`src/common/pmcd_pkg.sv`:
```
// package: register map, encodings and timing of the paging message content decoder
package pmcd_pkg;

	////////////////////////////////////////////////////////////////////////////////
	// register bus
	localparam int ADDR_W = 2;
	localparam int DATA_W = 16;
	localparam logic [1:0] REG_CONFIG = 2'h0;
	localparam logic [1:0] REG_STATUS = 2'h1;
	localparam logic [1:0] REG_COUNT = 2'h2;

	// config fields
	localparam int CFG_ANY_PHASE_BIT = 0;
	localparam int CFG_ALT_CHAR_BIT = 1;
	localparam int CFG_RATE_LSB = 2;
	localparam int CFG_SUPPORT_LSB = 8;
	localparam logic [15:0] CFG_RESET = 16'h0000;

	// status fields
	localparam int STAT_OPEN_BIT = 0;
	localparam int STAT_REJECT_BIT = 1;
	localparam int STAT_TIMEOUT_BIT = 2;
	localparam int STAT_VT_LSB = 4;
	localparam int STAT_EFF_LSB = 8;

	// counter fields
	localparam int CNT_ACC_LSB = 0;
	localparam int CNT_REJ_LSB = 8;

	////////////////////////////////////////////////////////////////////////////////
	// rate and modulation combinations
	typedef enum logic [1:0] {
		PMCD_R1600_2L = 2'b00,
		PMCD_R3200_2L = 2'b01,
		PMCD_R3200_4L = 2'b10,
		PMCD_R6400_4L = 2'b11
	} pmcd_rate_e;

	// fragment reassembly state
	typedef enum logic {
		FRAG_IDLE = 1'b0,
		FRAG_OPEN = 1'b1
	} pmcd_frag_e;

	// vector type codes and sub-type fields
	localparam logic [2:0] VT_SHORT_INSTR = 3'h1;
	localparam logic [2:0] VT_SHORT_MSG = 3'h2;
	localparam logic [2:0] VT_NUM_STD = 3'h3;
	localparam logic [2:0] VT_NUM_SPECIAL = 3'h4;
	localparam logic [2:0] VT_ALPHA = 3'h5;
	localparam logic [2:0] VT_NUM_NUMBERED = 3'h7;
	localparam logic [1:0] MT_PLAIN = 2'h0;
	localparam logic [2:0] IT_PLAIN = 3'h0;

	////////////////////////////////////////////////////////////////////////////////
	// characters
	localparam logic [6:0] CHR_ETX = 7'h03;
	localparam logic [6:0] CHR_CTRL_TOP = 7'h1F;
	localparam logic [6:0] CHR_DEL = 7'h7F;
	localparam logic [3:0] NUM_LAST_DIGIT = 4'h9;
	localparam logic [7:0] ASCII_ZERO = 8'h30;

	////////////////////////////////////////////////////////////////////////////////
	// timing
	localparam int CLK_HZ = 40000000;
	localparam int MS_PER_SEC = 1000;
	localparam int SEC_PER_MIN = 60;
	localparam int FRAG_HOLD_MIN = 4;
	localparam int MS_CYCLES = CLK_HZ / MS_PER_SEC;
	localparam int FRAG_HOLD_MS = FRAG_HOLD_MIN * SEC_PER_MIN * MS_PER_SEC;

endpackage : pmcd_pkg

```
`src/rtl/pmcd_char_map.sv`:
```
// character translator: alphanumeric and numeric codes to ascii with display and store flags
`timescale 1ns/100ps
`default_nettype none

module pmcd_char_map (
	input wire logic i_clk,
	input wire logic i_rst_n,
	input wire logic i_valid,
	input wire logic [6:0] i_code,
	input wire logic i_numeric,
	input wire logic i_alt,
	output logic o_valid,
	output logic [7:0] o_ascii,
	output logic o_display,
	output logic o_store,
	output logic o_end
);
	import pmcd_pkg::*;

	function automatic logic [7:0] pmcd_num_map(input logic [3:0] n, input logic alt);
		logic [7:0] c;
		c = 8'h00;
		if (n <= NUM_LAST_DIGIT)
		begin
			c = ASCII_ZERO | {4'h0, n};
		end
		else
		begin
			unique case (n)
				4'hA: c = alt ? 8'h41 : 8'h00;
				4'hB: c = alt ? 8'h42 : 8'h55;
				4'hC: c = 8'h20;
				4'hD: c = alt ? 8'h43 : 8'h2D;
				4'hE: c = alt ? 8'h44 : 8'h5D;
				4'hF: c = alt ? 8'h45 : 8'h5B;
				default: c = 8'h00;
			endcase
		end
		return c;
	endfunction : pmcd_num_map

	////////////////////////////////////////////////////////////////////////////////
	wire logic [3:0] nib = i_code[3:0];
	wire logic num_spare = !i_alt && (nib == 4'hA);
	wire logic [7:0] num_ascii = pmcd_num_map(nib, i_alt);
	// column is the upper three bits, row the lower four: plain ascii
	wire logic [7:0] alpha_ascii = {1'b0, i_code};
	wire logic is_etx = (i_code == CHR_ETX);
	wire logic is_ctrl = (i_code <= CHR_CTRL_TOP) || (i_code == CHR_DEL);
	// control codes cost no display space but are kept for download, except etx
	wire logic display_w = i_numeric ? !num_spare : !is_ctrl;
	// etx ends the text and is not stored
	wire logic store_w = i_numeric || !is_etx;
	wire logic end_w = !i_numeric && is_etx;
	wire logic [7:0] ascii_w = i_numeric ? num_ascii : alpha_ascii;

	always_ff @(posedge i_clk)
	begin
		if (!i_rst_n)
		begin
			o_valid <= 1'b0;
			o_ascii <= 8'h00;
			o_display <= 1'b0;
			o_store <= 1'b0;
			o_end <= 1'b0;
		end
		else
		begin
			o_valid <= i_valid;
			o_ascii <= i_valid ? ascii_w : o_ascii;
			o_display <= i_valid && display_w;
			o_store <= i_valid && store_w;
			o_end <= i_valid && end_w;
		end
	end
endmodule : pmcd_char_map

`default_nettype wire

```
`src/rtl/pmcd_top.sv`:
```
// paging message content decoder: header acceptance, fragment reassembly, character output
//
// The address-and-strobe port and the address map were decided locally.
`timescale 1ns/100ps
`default_nettype none

module pmcd_top #(
	parameter int P_MS_CYCLES = pmcd_pkg::MS_CYCLES,
	parameter int P_FRAG_HOLD_MS = pmcd_pkg::FRAG_HOLD_MS
) (
	input wire logic i_clk,
	input wire logic i_rst_n,
	input wire logic [pmcd_pkg::ADDR_W-1:0] i_addr,
	input wire logic [pmcd_pkg::DATA_W-1:0] i_wr_data,
	input wire logic i_wr,
	input wire logic i_rd,
	output logic [pmcd_pkg::DATA_W-1:0] o_rd_data,
	input wire logic i_hdr_valid,
	input wire logic [2:0] i_vector_type_field,
	input wire logic [1:0] i_message_type_field,
	input wire logic [2:0] i_instruction_type_field,
	input wire logic i_home_phase,
	input wire logic i_frag_next,
	input wire logic i_frag_cont,
	input wire logic i_char_valid,
	input wire logic [6:0] i_char_code,
	output logic o_msg_accept,
	output logic o_msg_reject,
	output logic o_frag_open,
	output logic o_any_phase,
	output logic o_four_level,
	output logic o_baud_3200,
	output logic o_char_valid,
	output logic [7:0] o_char_ascii,
	output logic o_char_display,
	output logic o_char_store,
	output logic o_char_end
);
	import pmcd_pkg::*;

	generate
		if (P_MS_CYCLES < 2 || P_FRAG_HOLD_MS < 2)
		begin : g_bad_param
			$error("pmcd_top: counts must be at least 2");
		end
	endgenerate

	localparam int MS_W = $clog2(P_MS_CYCLES);
	localparam int HOLD_W = $clog2(P_FRAG_HOLD_MS);
	localparam logic [MS_W-1:0] MS_LAST = MS_W'(P_MS_CYCLES - 1);
	localparam logic [HOLD_W-1:0] HOLD_LAST = HOLD_W'(P_FRAG_HOLD_MS - 1);

	////////////////////////////////////////////////////////////////////////////////
	// registers
	logic [15:0] cfg_r;
	logic [15:0] cfg_nxt;
	logic timeout_r;
	logic timeout_nxt;
	logic reject_r;
	logic [2:0] last_vt_r;
	logic [7:0] acc_cnt_r;
	logic [7:0] acc_cnt_nxt;
	logic [7:0] rej_cnt_r;
	logic [7:0] rej_cnt_nxt;
	pmcd_frag_e frag_state_r;
	pmcd_frag_e frag_state_nxt;
	logic [MS_W-1:0] ms_cnt_r;
	logic [MS_W-1:0] ms_cnt_nxt;
	logic [HOLD_W-1:0] hold_cnt_r;
	logic [HOLD_W-1:0] hold_cnt_nxt;
	logic alt_r;
	logic numeric_r;

	////////////////////////////////////////////////////////////////////////////////
	// bus decode
	wire logic wr_cfg = i_wr && (i_addr == REG_CONFIG);
	wire logic wr_stat = i_wr && (i_addr == REG_STATUS);
	wire logic wr_cnt = i_wr && (i_addr == REG_COUNT);
	wire logic stat_clr = wr_stat && i_wr_data[STAT_TIMEOUT_BIT];

	////////////////////////////////////////////////////////////////////////////////
	// configuration view
	// one bit chooses the addressing scheme, so only one can ever be in force
	wire logic any_phase = cfg_r[CFG_ANY_PHASE_BIT];
	wire logic cfg_alt = cfg_r[CFG_ALT_CHAR_BIT];
	wire logic [7:0] mask = cfg_r[CFG_SUPPORT_LSB +: 8];
	wire pmcd_rate_e rate = pmcd_rate_e'(cfg_r[CFG_RATE_LSB +: 2]);

	// implied support from the closure of the configured set
	wire logic imp_num = mask[VT_ALPHA];
	wire logic imp_short = mask[VT_NUM_STD] || mask[VT_ALPHA];
	wire logic imp_instr = any_phase && mask[VT_ALPHA];
	wire logic [7:0] eff_mask = mask
		| ({7'h00, imp_instr} << VT_SHORT_INSTR)
		| ({7'h00, imp_short} << VT_SHORT_MSG)
		| ({7'h00, imp_num} << VT_NUM_STD);

	////////////////////////////////////////////////////////////////////////////////
	// header acceptance
	wire logic [2:0] vt = i_vector_type_field;
	wire logic vt_explicit = mask[vt];
	wire logic vt_num_imp = (vt == VT_NUM_STD) && imp_num;
	wire logic vt_short_imp = (vt == VT_SHORT_MSG) && (i_message_type_field == MT_PLAIN)
		&& imp_short;
	wire logic vt_instr_imp = (vt == VT_SHORT_INSTR) && (i_instruction_type_field == IT_PLAIN)
		&& imp_instr;
	wire logic vt_ok = vt_explicit || vt_num_imp || vt_short_imp || vt_instr_imp;
	wire logic phase_ok = any_phase || i_home_phase;
	// a continuation with nothing open has lost its start and cannot be reassembled
	wire logic orphan = i_frag_next && (frag_state_r == FRAG_IDLE);
	wire logic hdr_ok = phase_ok && vt_ok && !orphan;
	wire logic hdr_take = i_hdr_valid && hdr_ok;
	wire logic hdr_drop = i_hdr_valid && !hdr_ok;
	wire logic vt_numeric = (vt == VT_NUM_STD) || (vt == VT_NUM_SPECIAL)
		|| (vt == VT_NUM_NUMBERED);

	////////////////////////////////////////////////////////////////////////////////
	// fragment reassembly
	// the numeric vectors always fit in one frame, so only starts need the flag
	wire logic frag_start = hdr_take && !i_frag_next && i_frag_cont;
	wire logic frag_more = hdr_take && i_frag_next && i_frag_cont;
	wire logic frag_last = hdr_take && i_frag_next && !i_frag_cont;
	wire logic refresh = frag_start || frag_more;
	wire logic frag_open = (frag_state_r == FRAG_OPEN);
	wire logic ms_tick = frag_open && (ms_cnt_r == MS_LAST);
	// a fragment arriving on the expiry cycle wins, so no late fragment is lost
	wire logic expire = ms_tick && (hold_cnt_r == HOLD_LAST) && !refresh;

	always_comb
	begin
		frag_state_nxt = frag_state_r;
		if (refresh)
		begin
			frag_state_nxt = FRAG_OPEN;
		end
		else if (frag_last || expire)
		begin
			frag_state_nxt = FRAG_IDLE;
		end
	end

	// hold timer counts whole milliseconds since the last fragment
	assign ms_cnt_nxt = (refresh || !frag_open || ms_tick) ? '0 : ms_cnt_r + MS_W'(1);
	assign hold_cnt_nxt = (refresh || !frag_open) ? '0
		: (ms_tick ? hold_cnt_r + HOLD_W'(1) : hold_cnt_r);

	////////////////////////////////////////////////////////////////////////////////
	// status and counters
	assign cfg_nxt = wr_cfg ? i_wr_data : cfg_r;
	// set wins over the software clear
	assign timeout_nxt = expire || (timeout_r && !stat_clr);
	assign acc_cnt_nxt = (wr_cnt ? 8'h00 : acc_cnt_r) + {7'h00, hdr_take};
	assign rej_cnt_nxt = (wr_cnt ? 8'h00 : rej_cnt_r) + {7'h00, hdr_drop};

	wire logic [15:0] stat_word = {eff_mask, 1'b0, last_vt_r, 1'b0, timeout_r, reject_r,
		frag_open};
	wire logic [15:0] cnt_word = {rej_cnt_r, acc_cnt_r};
	wire logic [15:0] rd_mux = (i_addr == REG_CONFIG) ? cfg_r
		: (i_addr == REG_STATUS) ? stat_word
		: (i_addr == REG_COUNT) ? cnt_word : 16'h0000;

	always_ff @(posedge i_clk)
	begin
		if (!i_rst_n)
		begin
			cfg_r <= CFG_RESET;
			timeout_r <= 1'b0;
			acc_cnt_r <= 8'h00;
			rej_cnt_r <= 8'h00;
			o_rd_data <= 16'h0000;
		end
		else
		begin
			cfg_r <= cfg_nxt;
			timeout_r <= timeout_nxt;
			acc_cnt_r <= acc_cnt_nxt;
			rej_cnt_r <= rej_cnt_nxt;
			o_rd_data <= i_rd ? rd_mux : 16'h0000;
		end
	end

	always_ff @(posedge i_clk)
	begin
		if (!i_rst_n)
		begin
			frag_state_r <= FRAG_IDLE;
			ms_cnt_r <= '0;
			hold_cnt_r <= '0;
		end
		else
		begin
			frag_state_r <= frag_state_nxt;
			ms_cnt_r <= ms_cnt_nxt;
			hold_cnt_r <= hold_cnt_nxt;
		end
	end

	always_ff @(posedge i_clk)
	begin
		if (!i_rst_n)
		begin
			reject_r <= 1'b0;
			last_vt_r <= 3'h0;
			o_msg_accept <= 1'b0;
			o_msg_reject <= 1'b0;
		end
		else
		begin
			reject_r <= i_hdr_valid ? hdr_drop : reject_r;
			last_vt_r <= i_hdr_valid ? vt : last_vt_r;
			o_msg_accept <= hdr_take;
			o_msg_reject <= hdr_drop;
		end
	end

	// option is sampled on every accepted header, fragments included, so a config write mid-message cannot
	// change the table under the characters already flowing
	always_ff @(posedge i_clk)
	begin
		if (!i_rst_n)
		begin
			alt_r <= 1'b0;
			numeric_r <= 1'b0;
		end
		else if (hdr_take)
		begin
			alt_r <= cfg_alt;
			numeric_r <= vt_numeric;
		end
	end

	// rate field steers the demodulator: symbol rate and level count
	always_ff @(posedge i_clk)
	begin
		if (!i_rst_n)
		begin
			o_any_phase <= 1'b0;
			o_four_level <= 1'b0;
			o_baud_3200 <= 1'b0;
			o_frag_open <= 1'b0;
		end
		else
		begin
			o_any_phase <= any_phase;
			o_four_level <= (rate == PMCD_R3200_4L) || (rate == PMCD_R6400_4L);
			o_baud_3200 <= (rate == PMCD_R3200_2L) || (rate == PMCD_R6400_4L);
			o_frag_open <= frag_state_nxt == FRAG_OPEN;
		end
	end

	////////////////////////////////////////////////////////////////////////////////
	// character translation
	pmcd_char_map u_char_map (
		.i_clk(i_clk),
		.i_rst_n(i_rst_n),
		.i_valid(i_char_valid),
		.i_code(i_char_code),
		.i_numeric(numeric_r),
		.i_alt(alt_r),
		.o_valid(o_char_valid),
		.o_ascii(o_char_ascii),
		.o_display(o_char_display),
		.o_store(o_char_store),
		.o_end(o_char_end)
	);
endmodule : pmcd_top

`default_nettype wire

```
`config.mk`:
```
export PLATFORM = sky130hd
export DESIGN_NAME = pmcd_top
export DESIGN_NICKNAME = d
export VERILOG_FILES = /design/src/common/pmcd_pkg.sv /design/src/rtl/pmcd_char_map.sv /design/src/rtl/pmcd_top.sv
export SDC_FILE = /design/constraint.sdc
export NUM_CORES = 1
export LEC_CHECK = 0
export BUFFER_PORTS_ARGS = -buffer_cell sky130_fd_sc_hd__buf_2
export CORE_MARGIN = 4
export CORE_UTILIZATION = 50
export CTS_CLUSTER_SIZE = 14
export DETAILED_ROUTE_END_ITERATION = 16
export GPL_TIMING_DRIVEN = 0
export PLACE_DENSITY = 0.72
export SETUP_SLACK_MARGIN = 0.5
export SLEW_MARGIN = 20
export SYNTH_ARGS = -nofsm -noshare
export SYNTH_HDL_FRONTEND = slang
export SYNTH_HIERARCHICAL = 1
export SYNTH_SLANG_ARGS = --single-unit
export TNS_END_PERCENT = 5
```
`constraint.sdc`:
```
create_clock -name i_clk -period 2.7 [get_ports i_clk]
set_input_delay 0 -clock i_clk [delete_from_list [all_inputs] [get_ports i_clk]]
set_output_delay 0 -clock i_clk [all_outputs]
set_load 0.01 [all_outputs]
```
==> reports/summary.txt, run 1 <==
LAYOUT
-------------------------------------------------------------------------------------------
Count of placed standard cells in the final layout, fillers left out                    808
Area of all sequential standard cells                                              2130 um2
Most common cell after layout, fill and taps aside                                  dfxtp_1
Area taken by multi-input logic gates                                              2540 um2
Fraction of layout cells with a size suffix above 1                                   0.212
Post-layout net count                                                                   721
Antenna cell count                                                                        0
Growth of design area from synthesis to finish                                        22.2%
Filler cell count                                                                       830
Most frequent cells in the layout                                              dfxtp_1, buf_2, nor2_1

SETUP PATH
-------------------------------------------------------------------------------------------
Element type at the critical path end                                                  flop
Data arrival, critical path                                                         2.39 ns
Max Fanout on Critical Path                                                               6
Startpoint class of the critical path                                                  flop
Slowest cell on the critical path                                                   dfxtp_4
Critical path cell sequence                                                    o21ai_1 -> o221a_2 -> o22a_1 -> buf_6 -> nor3_4 -> ha_2 -> inv_1 -> or3_1 -> xor2_1 -> nor2_1
Peak per-stage delay on the critical path                                           0.38 ns
Class of the most critical setup path                                          flop to flop
Data required time of the worst path                                                2.95 ns

SYNTH
-------------------------------------------------------------------------------------------
Number of nets in the synthesized netlist                                               609
Mean area per synthesized cell                                                     8.53 um2
Flip-flop and latch count after synthesis                                               106
Post-synth top area share                                                             0.443
Number of cells produced by synthesis                                                   562
Cell type with the highest aggregate area in the netlist                            dfxtp_1
Post-synthesis async set-or-reset flop share                                              0
Top cells by area, synth                                                       dfxtp_1, nor2_1, a21oi_1
Share of the yosys chip area belonging to registers                                   0.443
Most instantiated flip-flop cell in the synthesis netlist                           dfxtp_1
Post-synth EDFFs                                                                          0
Post-Syn Area                                                                      4790 um2
Count of cell types in the netlist                                                       64
Number of warnings issued by yosys                                                        6

ROUTE
-------------------------------------------------------------------------------------------
Number of detailed-route iterations in the first pass                                     5
Via density                                                                            5.43
Total number of vias                                                                   4389
Number of design-rule violations left by the first detailed-router iteration            234
Post-route ant nets                                                                       0
Remaining DRCs                                                                            0
Routed length per instance                                                          14.2 um
Total length of routed wires                                                       11500 um

DIE
-------------------------------------------------------------------------------------------
Num ports                                                                                76
Num rows                                                                                 35
Die area                                                                          11200 um2
Core region area                                                                   9280 um2
Starting density of the core                                                          0.516
Chip width                                                                           106 um
Die span in y                                                                        106 um

PWR
-------------------------------------------------------------------------------------------
Power density normalized to cell area                                            476 nW/um2
Relative contribution of combinational cells to total power                           0.092
Clock power frac                                                                      0.332
Standby leakage power                                                               2.17 nW
Internal portion of total power                                                   0.00209 W
Worst IR Drop VDD                                                                    321 uV
Net Sw Power                                                                     0.000697 W
Proportion of power drawn by flip-flops and latches                                   0.575
Switching part of the total                                                           0.250

TIMING
-------------------------------------------------------------------------------------------
Endpoints failing hold                                                                    0
F_max                                                                               467 MHz
Final Max Tran Viols                                                                      0
Unrepaired setup endpoints after global routing                                         yes
Slew margin rel.                                                                      0.597
Setup TNS                                                                              0 ns
Final worst slack                                                                  0.559 ns
Worst Max-Slew Pin Slew                                                            0.605 ns
Share of the clock period used by the worst path                                      0.793
Worst setup skew after layout                                                     0.0125 ns
Finish-stage setup viols                                                                  0
Min cycle time layout                                                               2.14 ns

CLOCK TREE
-------------------------------------------------------------------------------------------
Number of clock sinks seen by CTS                                                       106
Count of H-tree levels built during CTS                                                   3
CTS tree                                                                               done
Number of buffers between clock root and the deepest sink                                 2
CTS buffer count                                                                          9
Clock slew at reported path FFs                                                     0.10 ns
Clock latency reported for the late side of the worst-skew pair                     0.36 ns
CTS Root Buffer Type                                                               clkbuf_8

GLOBAL ROUTING
-------------------------------------------------------------------------------------------
Pin count of the biggest net entering global routing                                     18
Combined global-route utilization of all metal layers                                 0.204
Aggregate global routing overflow                                                         0
Number of global-route vias before repair                                              4014
Antenna violations before repair                                                          0
First-pass GRT wire length                                                         18800 um

PLACED DESIGN
-------------------------------------------------------------------------------------------
Pre-CTS setup slack                                                                0.227 ns
Final estimated routing congestion in global placement                                0.920
Placed Cells incl. Taps                                                                 763
Detailed placer's ending HPWL                                                       8240 um
Port buffer count                                                                        72

JOB
-------------------------------------------------------------------------------------------
Number of max-capacitance violations reported                                             0

STATUS
-------------------------------------------------------------------------------------------
Outcome                                                                        complete, no violations

MIN PATH
-------------------------------------------------------------------------------------------
Worst hold-check path type                                                     input port to flop

==> power by group through the flow <==
stage	sequential [W]	combinational (W)	clock, W
3_3_place_gp	0.00164	0.000209	0
5_1_grt	0.00161	0.000281	0.00102
3_5_place_dp	0.00164	0.000212	0
4_1_cts	0.00161	0.000242	0.000947
6_report	0.00161	0.000257	0.000927
2_1_floorplan	0.00164	0.000120	0
==> layer usage <==
metal  vias up  track usage  share of wire  wire length (um)
li1       2180            -              -                 -
met1      2044        0.285           0.48              5470
met2       145        0.319           0.46              5240
met3        20       0.0376          0.052               599
met4         0       0.0638          0.017               200
met5         -            0              0                 0
==> cells by family after synthesis <==
logic type,after synthesis,synth area share
AND/OR/NAND/NOR,263,0.279
flip-flops,106,0.443
AO/OA/AOI/OAI,101,0.133
buffers and inverters,40,0.0397
XOR/XNOR,29,0.0530
multiplexers,17,0.0384
adder cells (fa/ha/maj),5,0.0131
other,1,0.000783
==> critical path, delay by kind of cell, from the launching register on <==
| kind | cells | cell delay (ns) |
|---|---|---|
| xor gates and xnor gates | 1 | 0.15 |
| adders and majority gates | 1 | 0.21 |
| buffers and inverters | 2 | 0.20 |
| and+or+nand+nor | 3 | 0.55 |
| DFF | 1 | 0.38 |
| AOI/OAI and AO/OA | 3 | 0.54 |
==> final cells by class <==
| type | instances | share of cell area |
|---|---|---|
| clock buffers | 11 | 0.0258 |
| clock inverters | 5 | 0.00662 |
| well taps | 129 | 0.0276 |
| inverters | 12 | 0.00769 |
| repair buffers | 101 | 0.109 |
| multi-input cells | 416 | 0.433 |
| plain buffers | 28 | 0.0254 |
| flip-flops and latches | 106 | 0.364 |
==> path summary, 6_finish.rpt <==
path,slack [ns],cells past startpoint,from,end
worst min-delay path,0.04,4,i_char_code[2],u_char_map/o_end$_SDFF_PN0_
worst max register to register,0.56,10,cfg_r[13]$_SDFFE_PN0P_,acc_cnt_r[6]$_SDFF_PN0_
worst min register to register,0.47,2,alt_r$_SDFFE_PN0P_,alt_r$_SDFFE_PN0P_
worst max-delay path,0.56,10,cfg_r[13]$_SDFFE_PN0P_,acc_cnt_r[6]$_SDFF_PN0_
==> through the flow <==
| stage | instance area, um2 | power [W] | hold WS [ns] | utilization |
|---|---|---|---|---|
| after global routing | 5860 | 0.00291 | 0.0452 | 0.631 |
| after detailed placement | 5310 | 0.00185 | 0.247 | 0.572 |
| after global placement | 5310 | 0.00185 | 0.244 | 0.572 |
| after floorplan | 4790 | 0.00177 | 0.136 | - |
| final | 5860 | 0.00279 | 0.0367 | 0.631 |
| after CTS | 5780 | 0.00279 | 0.0167 | 0.623 |
==> timing repair <==
item | in CTS | in global routing
gates resized for setup | 8 | 14
pin swaps | 2 | 7
buffers inserted | 0 | 4
hold buffers | 25 | 0
setup endpoints to repair | 8 | 7
endpoints found under the hold margin | 27 | 0
==> state kept, by name, summed over array words and instances, names as in the netlist, 3 cells and up <==
signal	cells
acc_cnt_r	8
cfg_r	16
hold_cnt_r	18
last_vt_r	3
ms_cnt_r	16
o_rd_data	16
rej_cnt_r	8
u_char_map/o_ascii	7
==> cells in the mapped netlist (2+ instances only) <==
master and number:
a21boi_1 2, o21ai_0 16, xor2_1 17, a21oi_1 47
nor2b_1 7, or3_1 13, and4_1 6, and3_1 5
nand2b_1 6, o21ai_1 2, o22ai_1 2, a31oi_1 4
a21oi_2 6, mux2i_1 15, dfxtp_1 106, xnor2_1 12
ha_1 5, nand2_1 62, nand4_1 13, nor3_1 19
clkbuf_1 12, nand3_1 25, or4_1 5, buf_2 8
buf_4 4, nor3b_1 4, inv_1 11, and2_1 14
and3_2 2, o31ai_1 5, buf_1 2, a211oi_1 2
and2_4 2, buf_6 2, nor2_1 67, nand3b_1 3
a41oi_1 2
Power figures use the tool's default switching activity.
==> run 2, diff against run 1 <==
==> constraint.sdc (replaced) <==
create_clock -name i_clk -period 2 [get_ports i_clk]
set_input_delay 0 -clock i_clk [delete_from_list [all_inputs] [get_ports i_clk]]
set_output_delay 0 -clock i_clk [all_outputs]
set_load 0.01 [all_outputs]
==> reports/summary.txt, run 2 (same netlist as run 1, synthesis figures left out) <==
TIMING
-------------------------------------------------------------------------------------------
Slew margin rel.                                                                      0.559
Worst setup skew after layout                                                    0.00420 ns
F_max                                                                               478 MHz
Final Max Tran Viols                                                                      0
Min cycle time layout                                                               2.09 ns
Finish-stage setup viols                                                                  5
Final worst slack                                                                -0.0942 ns
Share of the clock period used by the worst path                                       1.05
Endpoints failing hold                                                                    0
Worst Max-Slew Pin Slew                                                            0.659 ns
Unrepaired setup endpoints after global routing                                         yes

DIE
-------------------------------------------------------------------------------------------
Chip width                                                                           106 um
Starting density of the core                                                          0.516
Core region area                                                                   9280 um2
Num ports                                                                                76
Die span in y                                                                        106 um
Die area                                                                          11200 um2
Num rows                                                                                 35

LAYOUT
-------------------------------------------------------------------------------------------
Fraction of layout cells with a size suffix above 1                                   0.247
Count of placed standard cells in the final layout, fillers left out                    809
Growth of design area from synthesis to finish                                        25.6%
Most common cell after layout, fill and taps aside                                  dfxtp_1
Final core utilization                                                                0.649
Most frequent cells in the layout                                              dfxtp_1, buf_2, nor2_1
Max FFs per register                                                                     18
Top reg by flops                                                                 hold_cnt_r
Antenna cell count                                                                        0
Post-layout net count                                                                   724

ROUTE
-------------------------------------------------------------------------------------------
Total number of vias                                                                   4431
Via density                                                                            5.48
Number of detailed-route iterations in the first pass                                     5
Post-route ant nets                                                                       0
Remaining DRCs                                                                            0
Total length of routed wires                                                       11900 um
Number of design-rule violations left by the first detailed-router iteration            232
Routed length per instance                                                          14.7 um

JOB
-------------------------------------------------------------------------------------------
Number of max-capacitance violations reported                                             0

PWR
-------------------------------------------------------------------------------------------
Total power consumption of the routed design                                      0.00385 W
Net Sw Power                                                                     0.000907 W
Internal portion of total power                                                   0.00294 W
Power density normalized to cell area                                            640 nW/um2
Relative contribution of combinational cells to total power                           0.094
Standby leakage power                                                               2.22 nW
Proportion of power drawn by flip-flops and latches                                   0.562
Worst IR Drop VDD                                                                    335 uV
Clock power frac                                                                      0.344
Switching part of the total                                                           0.236

CLOCK TREE
-------------------------------------------------------------------------------------------
Number of buffers between clock root and the deepest sink                                 2
Number of clock sinks seen by CTS                                                       106
Clock slew at reported path FFs                                                     0.09 ns
CTS buffer count                                                                          9
CTS tree                                                                               done
CTS Root Buffer Type                                                               clkbuf_8
Clock latency reported for the late side of the worst-skew pair                     0.36 ns
Count of H-tree levels built during CTS                                                   3

PLACED DESIGN
-------------------------------------------------------------------------------------------
Pre-CTS setup slack                                                               -0.227 ns
Port buffer count                                                                        72
Placed Cells incl. Taps                                                                 763
Final estimated routing congestion in global placement                                0.907
Detailed placer's ending HPWL                                                       8350 um

GLOBAL ROUTING
-------------------------------------------------------------------------------------------
Number of global-route vias before repair                                              4158
First-pass GRT wire length                                                         19500 um
Pin count of the biggest net entering global routing                                     16
Combined global-route utilization of all metal layers                                 0.212
Aggregate global routing overflow                                                         0
Antenna violations before repair                                                          0

SETUP PATH
-------------------------------------------------------------------------------------------
Peak per-stage delay on the critical path                                           0.46 ns
Element type at the critical path end                                                  flop
Data arrival, critical path                                                         2.40 ns
Data required time of the worst path                                                2.31 ns
Cell family with the largest share of critical-path delay                      multiplexers
Class of the most critical setup path                                          flop to flop
Startpoint class of the critical path                                                  flop
Startpoint of the worst setup timing path                                      cfg_r[13]$_SDFFE_PN0P_
Max Fanout on Critical Path                                                               6
Slowest cell on the critical path                                                    mux4_2
Startpoint of the most critical register-to-register path                      cfg_r[13]$_SDFFE_PN0P_
Critical path cell sequence                                                    mux4_2 -> inv_2 -> o22ai_4 -> nand2_2 -> and2_4 -> ha_4 -> and4_4 -> mux2_4 -> nor2_2
Buffers and inverters on the worst path                                                   1

STATUS
-------------------------------------------------------------------------------------------
Violations in the final reports                                                negative setup slack
Outcome                                                                        complete, but fails checks

MIN PATH
-------------------------------------------------------------------------------------------
Hold Crit Start                                                                i_char_code[2]
Worst hold-check path type                                                     input port to flop

[run 2: cell types whose count changed in the layout (fill, tap and decap cells not counted), sizes merged]
cell      change
buf           +3
clkinvlp      -3
bufinv        +1
clkbuf        +1
clkinv        -1
[run 2: routing by layer]
| metal | GRT usage | up-vias | part of all wire |
|---|---|---|---|
| li1 | - | 2192 | - |
| met1 | 0.284 | 2060 | 0.45 |
| met2 | 0.341 | 157 | 0.47 |
| met3 | 0.0419 | 22 | 0.062 |
| met4 | 0.0759 | 0 | 0.018 |
| met5 | 0 | - | 0 |
[run 2: worst paths after layout]
| path | end | slack, ns | cells past startpoint |
|---|---|---|---|
| worst max-delay path | rej_cnt_r[3]$_SDFF_PN0_ | -0.09 | 9 |
| worst min-delay path | u_char_map/o_end$_SDFF_PN0_ | 0.02 | 4 |
| worst min register to register | alt_r$_SDFFE_PN0P_ | 0.46 | 2 |
| worst max register to register | rej_cnt_r[3]$_SDFF_PN0_ | -0.09 | 9 |
[run 2: tightest hold or removal path, delay by kind of cell]
family                 cells  cell delay [ns]
and+or+nand+nor            3             0.23
buffers and inverters      1             0.12
[run 2: power groups by stage]
stage / sequential, W / combinational [W] / clock (W)
after floorplan: 0.00222 / 0.000165 / 0
after global placement: 0.00222 / 0.000285 / 0
after detailed placement: 0.00222 / 0.000290 / 0
after CTS: 0.00216 / 0.000345 / 0.00134
after global routing: 0.00217 / 0.000393 / 0.00144
final: 0.00216 / 0.000362 / 0.00132
[run 2: final cells by class]
| cell class | count | area (um2) |
|---|---|---|
| Timing Repair Buffer | 104 | 671 |
| Sequential cell | 106 | 2150 |
| Clock inverter | 2 | 37.5 |
| Buffer | 28 | 175 |
| Inverter | 12 | 45.0 |
| Clock buffer | 12 | 155 |
| Fill cell | 778 | 3260 |
| Multi-Input combinational cell | 416 | 2630 |
| Tap cell | 129 | 161 |
[run 2: stage by stage]
| stage | area [um2] | TNS (ns) | hold slack, ns |
|---|---|---|---|
| 4_1_cts | 5930 | -0.288 | 0.00948 |
| 3_3_place_gp | 5330 | -1.37 | 0.244 |
| 3_5_place_dp | 5330 | -1.46 | 0.246 |
| 6_report | 6020 | -0.330 | 0.0187 |
| 5_1_grt | 6020 | -1.10 | 0.0202 |
| 2_1_floorplan | 4810 | 0 | 0.128 |
[run 2: what timing repair did]
| item | 4_1_cts | 5_1_grt |
|---|---|---|
| hold buffers | 25 | 0 |
| buffers inserted | 5 | 2 |
| pin swaps | 24 | 10 |
| cloned | 0 | 0 |
| endpoints found under the setup margin | 56 | 56 |
| gates resized for setup | 37 | 20 |
| hold endpoints to repair | 27 | 0 |
==> run 3, diff against run 2 <==
==> constraint.sdc (replaced) <==
create_clock -name i_clk -period 2.1 [get_ports i_clk]
set_input_delay 0 -clock i_clk [delete_from_list [all_inputs] [get_ports i_clk]]
set_output_delay 0 -clock i_clk [all_outputs]
set_load 0.01 [all_outputs]
==> reports/summary.txt, run 3 (same netlist as run 1, synthesis figures left out) <==
STATUS
-------------------------------------------------------------------------------------------
Outcome                                                                        complete, but fails checks
Violations in the final reports                                                negative setup slack

DIE
-------------------------------------------------------------------------------------------
Core region area                                                                   9280 um2
Num ports                                                                                76
Die area                                                                          11200 um2
Die span in y                                                                        106 um
Chip width                                                                           106 um
Num rows                                                                                 35
Starting density of the core                                                          0.516

GLOBAL ROUTING
-------------------------------------------------------------------------------------------
Antenna violations before repair                                                          0
Pin count of the biggest net entering global routing                                     16
Combined global-route utilization of all metal layers                                 0.212
Number of global-route vias before repair                                              4150
Aggregate global routing overflow                                                         0
First-pass GRT wire length                                                         19500 um

LAYOUT
-------------------------------------------------------------------------------------------
Fraction of layout cells with a size suffix above 1                                   0.267
Count of placed standard cells in the final layout, fillers left out                    810
Most common cell after layout, fill and taps aside                                  dfxtp_1
Most frequent cells in the layout                                              dfxtp_1, buf_2, nor2_1
Post-layout net count                                                                   725
Growth of design area from synthesis to finish                                        27.4%
Top reg by flops                                                                 hold_cnt_r
Filler cell count                                                                       770
Antenna cell count                                                                        0
Max FFs per register                                                                     18

ROUTE
-------------------------------------------------------------------------------------------
Total number of vias                                                                   4454
Routed length per instance                                                          15.0 um
Total length of routed wires                                                       12100 um
Via density                                                                            5.50
Remaining DRCs                                                                            0
Post-route ant nets                                                                       0
Number of design-rule violations left by the first detailed-router iteration            270
Number of detailed-route iterations in the first pass                                     5

CLOCK TREE
-------------------------------------------------------------------------------------------
Clock slew at reported path FFs                                                     0.09 ns
Count of H-tree levels built during CTS                                                   3
Clock latency reported for the late side of the worst-skew pair                     0.36 ns
CTS tree                                                                               done
Number of buffers between clock root and the deepest sink                                 2
CTS buffer count                                                                          9
CTS Root Buffer Type                                                               clkbuf_8
Number of clock sinks seen by CTS                                                       106

SETUP PATH
-------------------------------------------------------------------------------------------
Stages on worst setup path                                                                9
Max Fanout on Critical Path                                                               6
Startpoint class of the critical path                                                  flop
Element type at the critical path end                                                  flop
Peak per-stage delay on the critical path                                           0.46 ns
Cell family with the largest share of critical-path delay                      multiplexers
Data arrival, critical path                                                         2.41 ns
Buffers and inverters on the worst path                                                   1
Class of the most critical setup path                                          flop to flop
Critical path cell sequence                                                    mux4_2 -> inv_2 -> o22ai_4 -> nand2_2 -> and2_4 -> ha_4 -> and4_4 -> mux2_4 -> nor2_2
R2r worst-path depth                                                                      9
Data required time of the worst path                                                2.40 ns
Slowest cell on the critical path                                                    mux4_2

PWR
-------------------------------------------------------------------------------------------
Power density normalized to cell area                                            600 nW/um2
Standby leakage power                                                               2.26 nW
Total power consumption of the routed design                                      0.00366 W
Worst IR Drop VDD                                                                    312 uV

TIMING
-------------------------------------------------------------------------------------------
Finish-stage setup viols                                                                  1
F_max                                                                               475 MHz
Worst setup skew after layout                                                    0.00664 ns
Endpoints failing hold                                                                    0
Min cycle time layout                                                               2.11 ns
Setup TNS                                                                       -0.00516 ns
Worst Max-Slew Pin Slew                                                            0.644 ns
Unrepaired setup endpoints after global routing                                         yes
Share of the clock period used by the worst path                                       1.00
Slew margin rel.                                                                      0.569
Final worst slack                                                               -0.00516 ns
Final Max Tran Viols                                                                      0

PLACED DESIGN
-------------------------------------------------------------------------------------------
Final estimated routing congestion in global placement                                0.907
Placed Cells incl. Taps                                                                 763
Detailed placer's ending HPWL                                                       8350 um
Port buffer count                                                                        72
Pre-CTS setup slack                                                               -0.127 ns

JOB
-------------------------------------------------------------------------------------------
Number of max-capacitance violations reported                                             0

MIN PATH
-------------------------------------------------------------------------------------------
Min-Delay Path Depth                                                                      3
Worst hold-check path type                                                     input port to flop

## run 3: cell type report
cell class	instances	area [um2]	area share
Buffer	28	179	0.0293
Inverter	12	45.0	0.00738
Multi-Input combinational cell	416	2690	0.441
Sequential cell	106	2150	0.352
Tap cell	129	161	0.0264
Clock buffer	12	155	0.0254
Clock inverter	2	37.5	0.00615
Timing Repair Buffer	105	682	0.112
## run 3: stage by stage
stage | util | area (um2) | hold slack [ns]
6_report | 0.657 | 6100 | 0.0235
5_1_grt | 0.657 | 6100 | 0.0500
3_3_place_gp | 0.575 | 5330 | 0.244
4_1_cts | 0.639 | 5940 | 0.0152
3_5_place_dp | 0.575 | 5330 | 0.246
2_1_floorplan | - | 4810 | 0.128
## run 3: repair_timing
item	4_1_cts	5_1_grt
setup endpoints to repair	54	57
endpoints found under the hold margin	27	0
pin swaps	31	28
resized for setup	39	34
setup buffers	5	3
hold buffers	25	0
## run 3: worst min-delay path, cell delays in order
cell and delay [ns]:
buf_2 0.17, mux2i_1 0.10, nor2_1 0.08
## run 3: layer usage
layer,vias to the layer above,global-route usage,wire length (um)
met4,0,0.0759,223
li1,2197,-,-
met2,162,0.341,5710
met1,2071,0.283,5480
met3,24,0.0425,741
met5,-,0,0
## run 3: final timing paths
path                          startpoint                         to  slack [ns]
setup / recovery  cfg_r[13]$_SDFFE_PN0P_    rej_cnt_r[3]$_SDFF_PN0_      -0.005
hold / removal    i_vector_type_field[1]  last_vt_r[1]$_SDFFE_PN0P_        0.02
setup reg to reg  cfg_r[13]$_SDFFE_PN0P_    rej_cnt_r[3]$_SDFF_PN0_      -0.005
hold reg to reg       alt_r$_SDFFE_PN0P_         alt_r$_SDFFE_PN0P_        0.46
## run 3: power breakdown
part / total [W] / internal (W) / leakage [nW] / switching (W)
Combinational: 0.000347 / 0.000159 / 1.30 / 0.000188
Sequential: 0.00206 / 0.00204 / 0.867 / 0.0000207
Clock: 0.00125 / 0.000605 / 0.0946 / 0.000649
Total: 0.00366 / 0.00280 / 2.26 / 0.000858
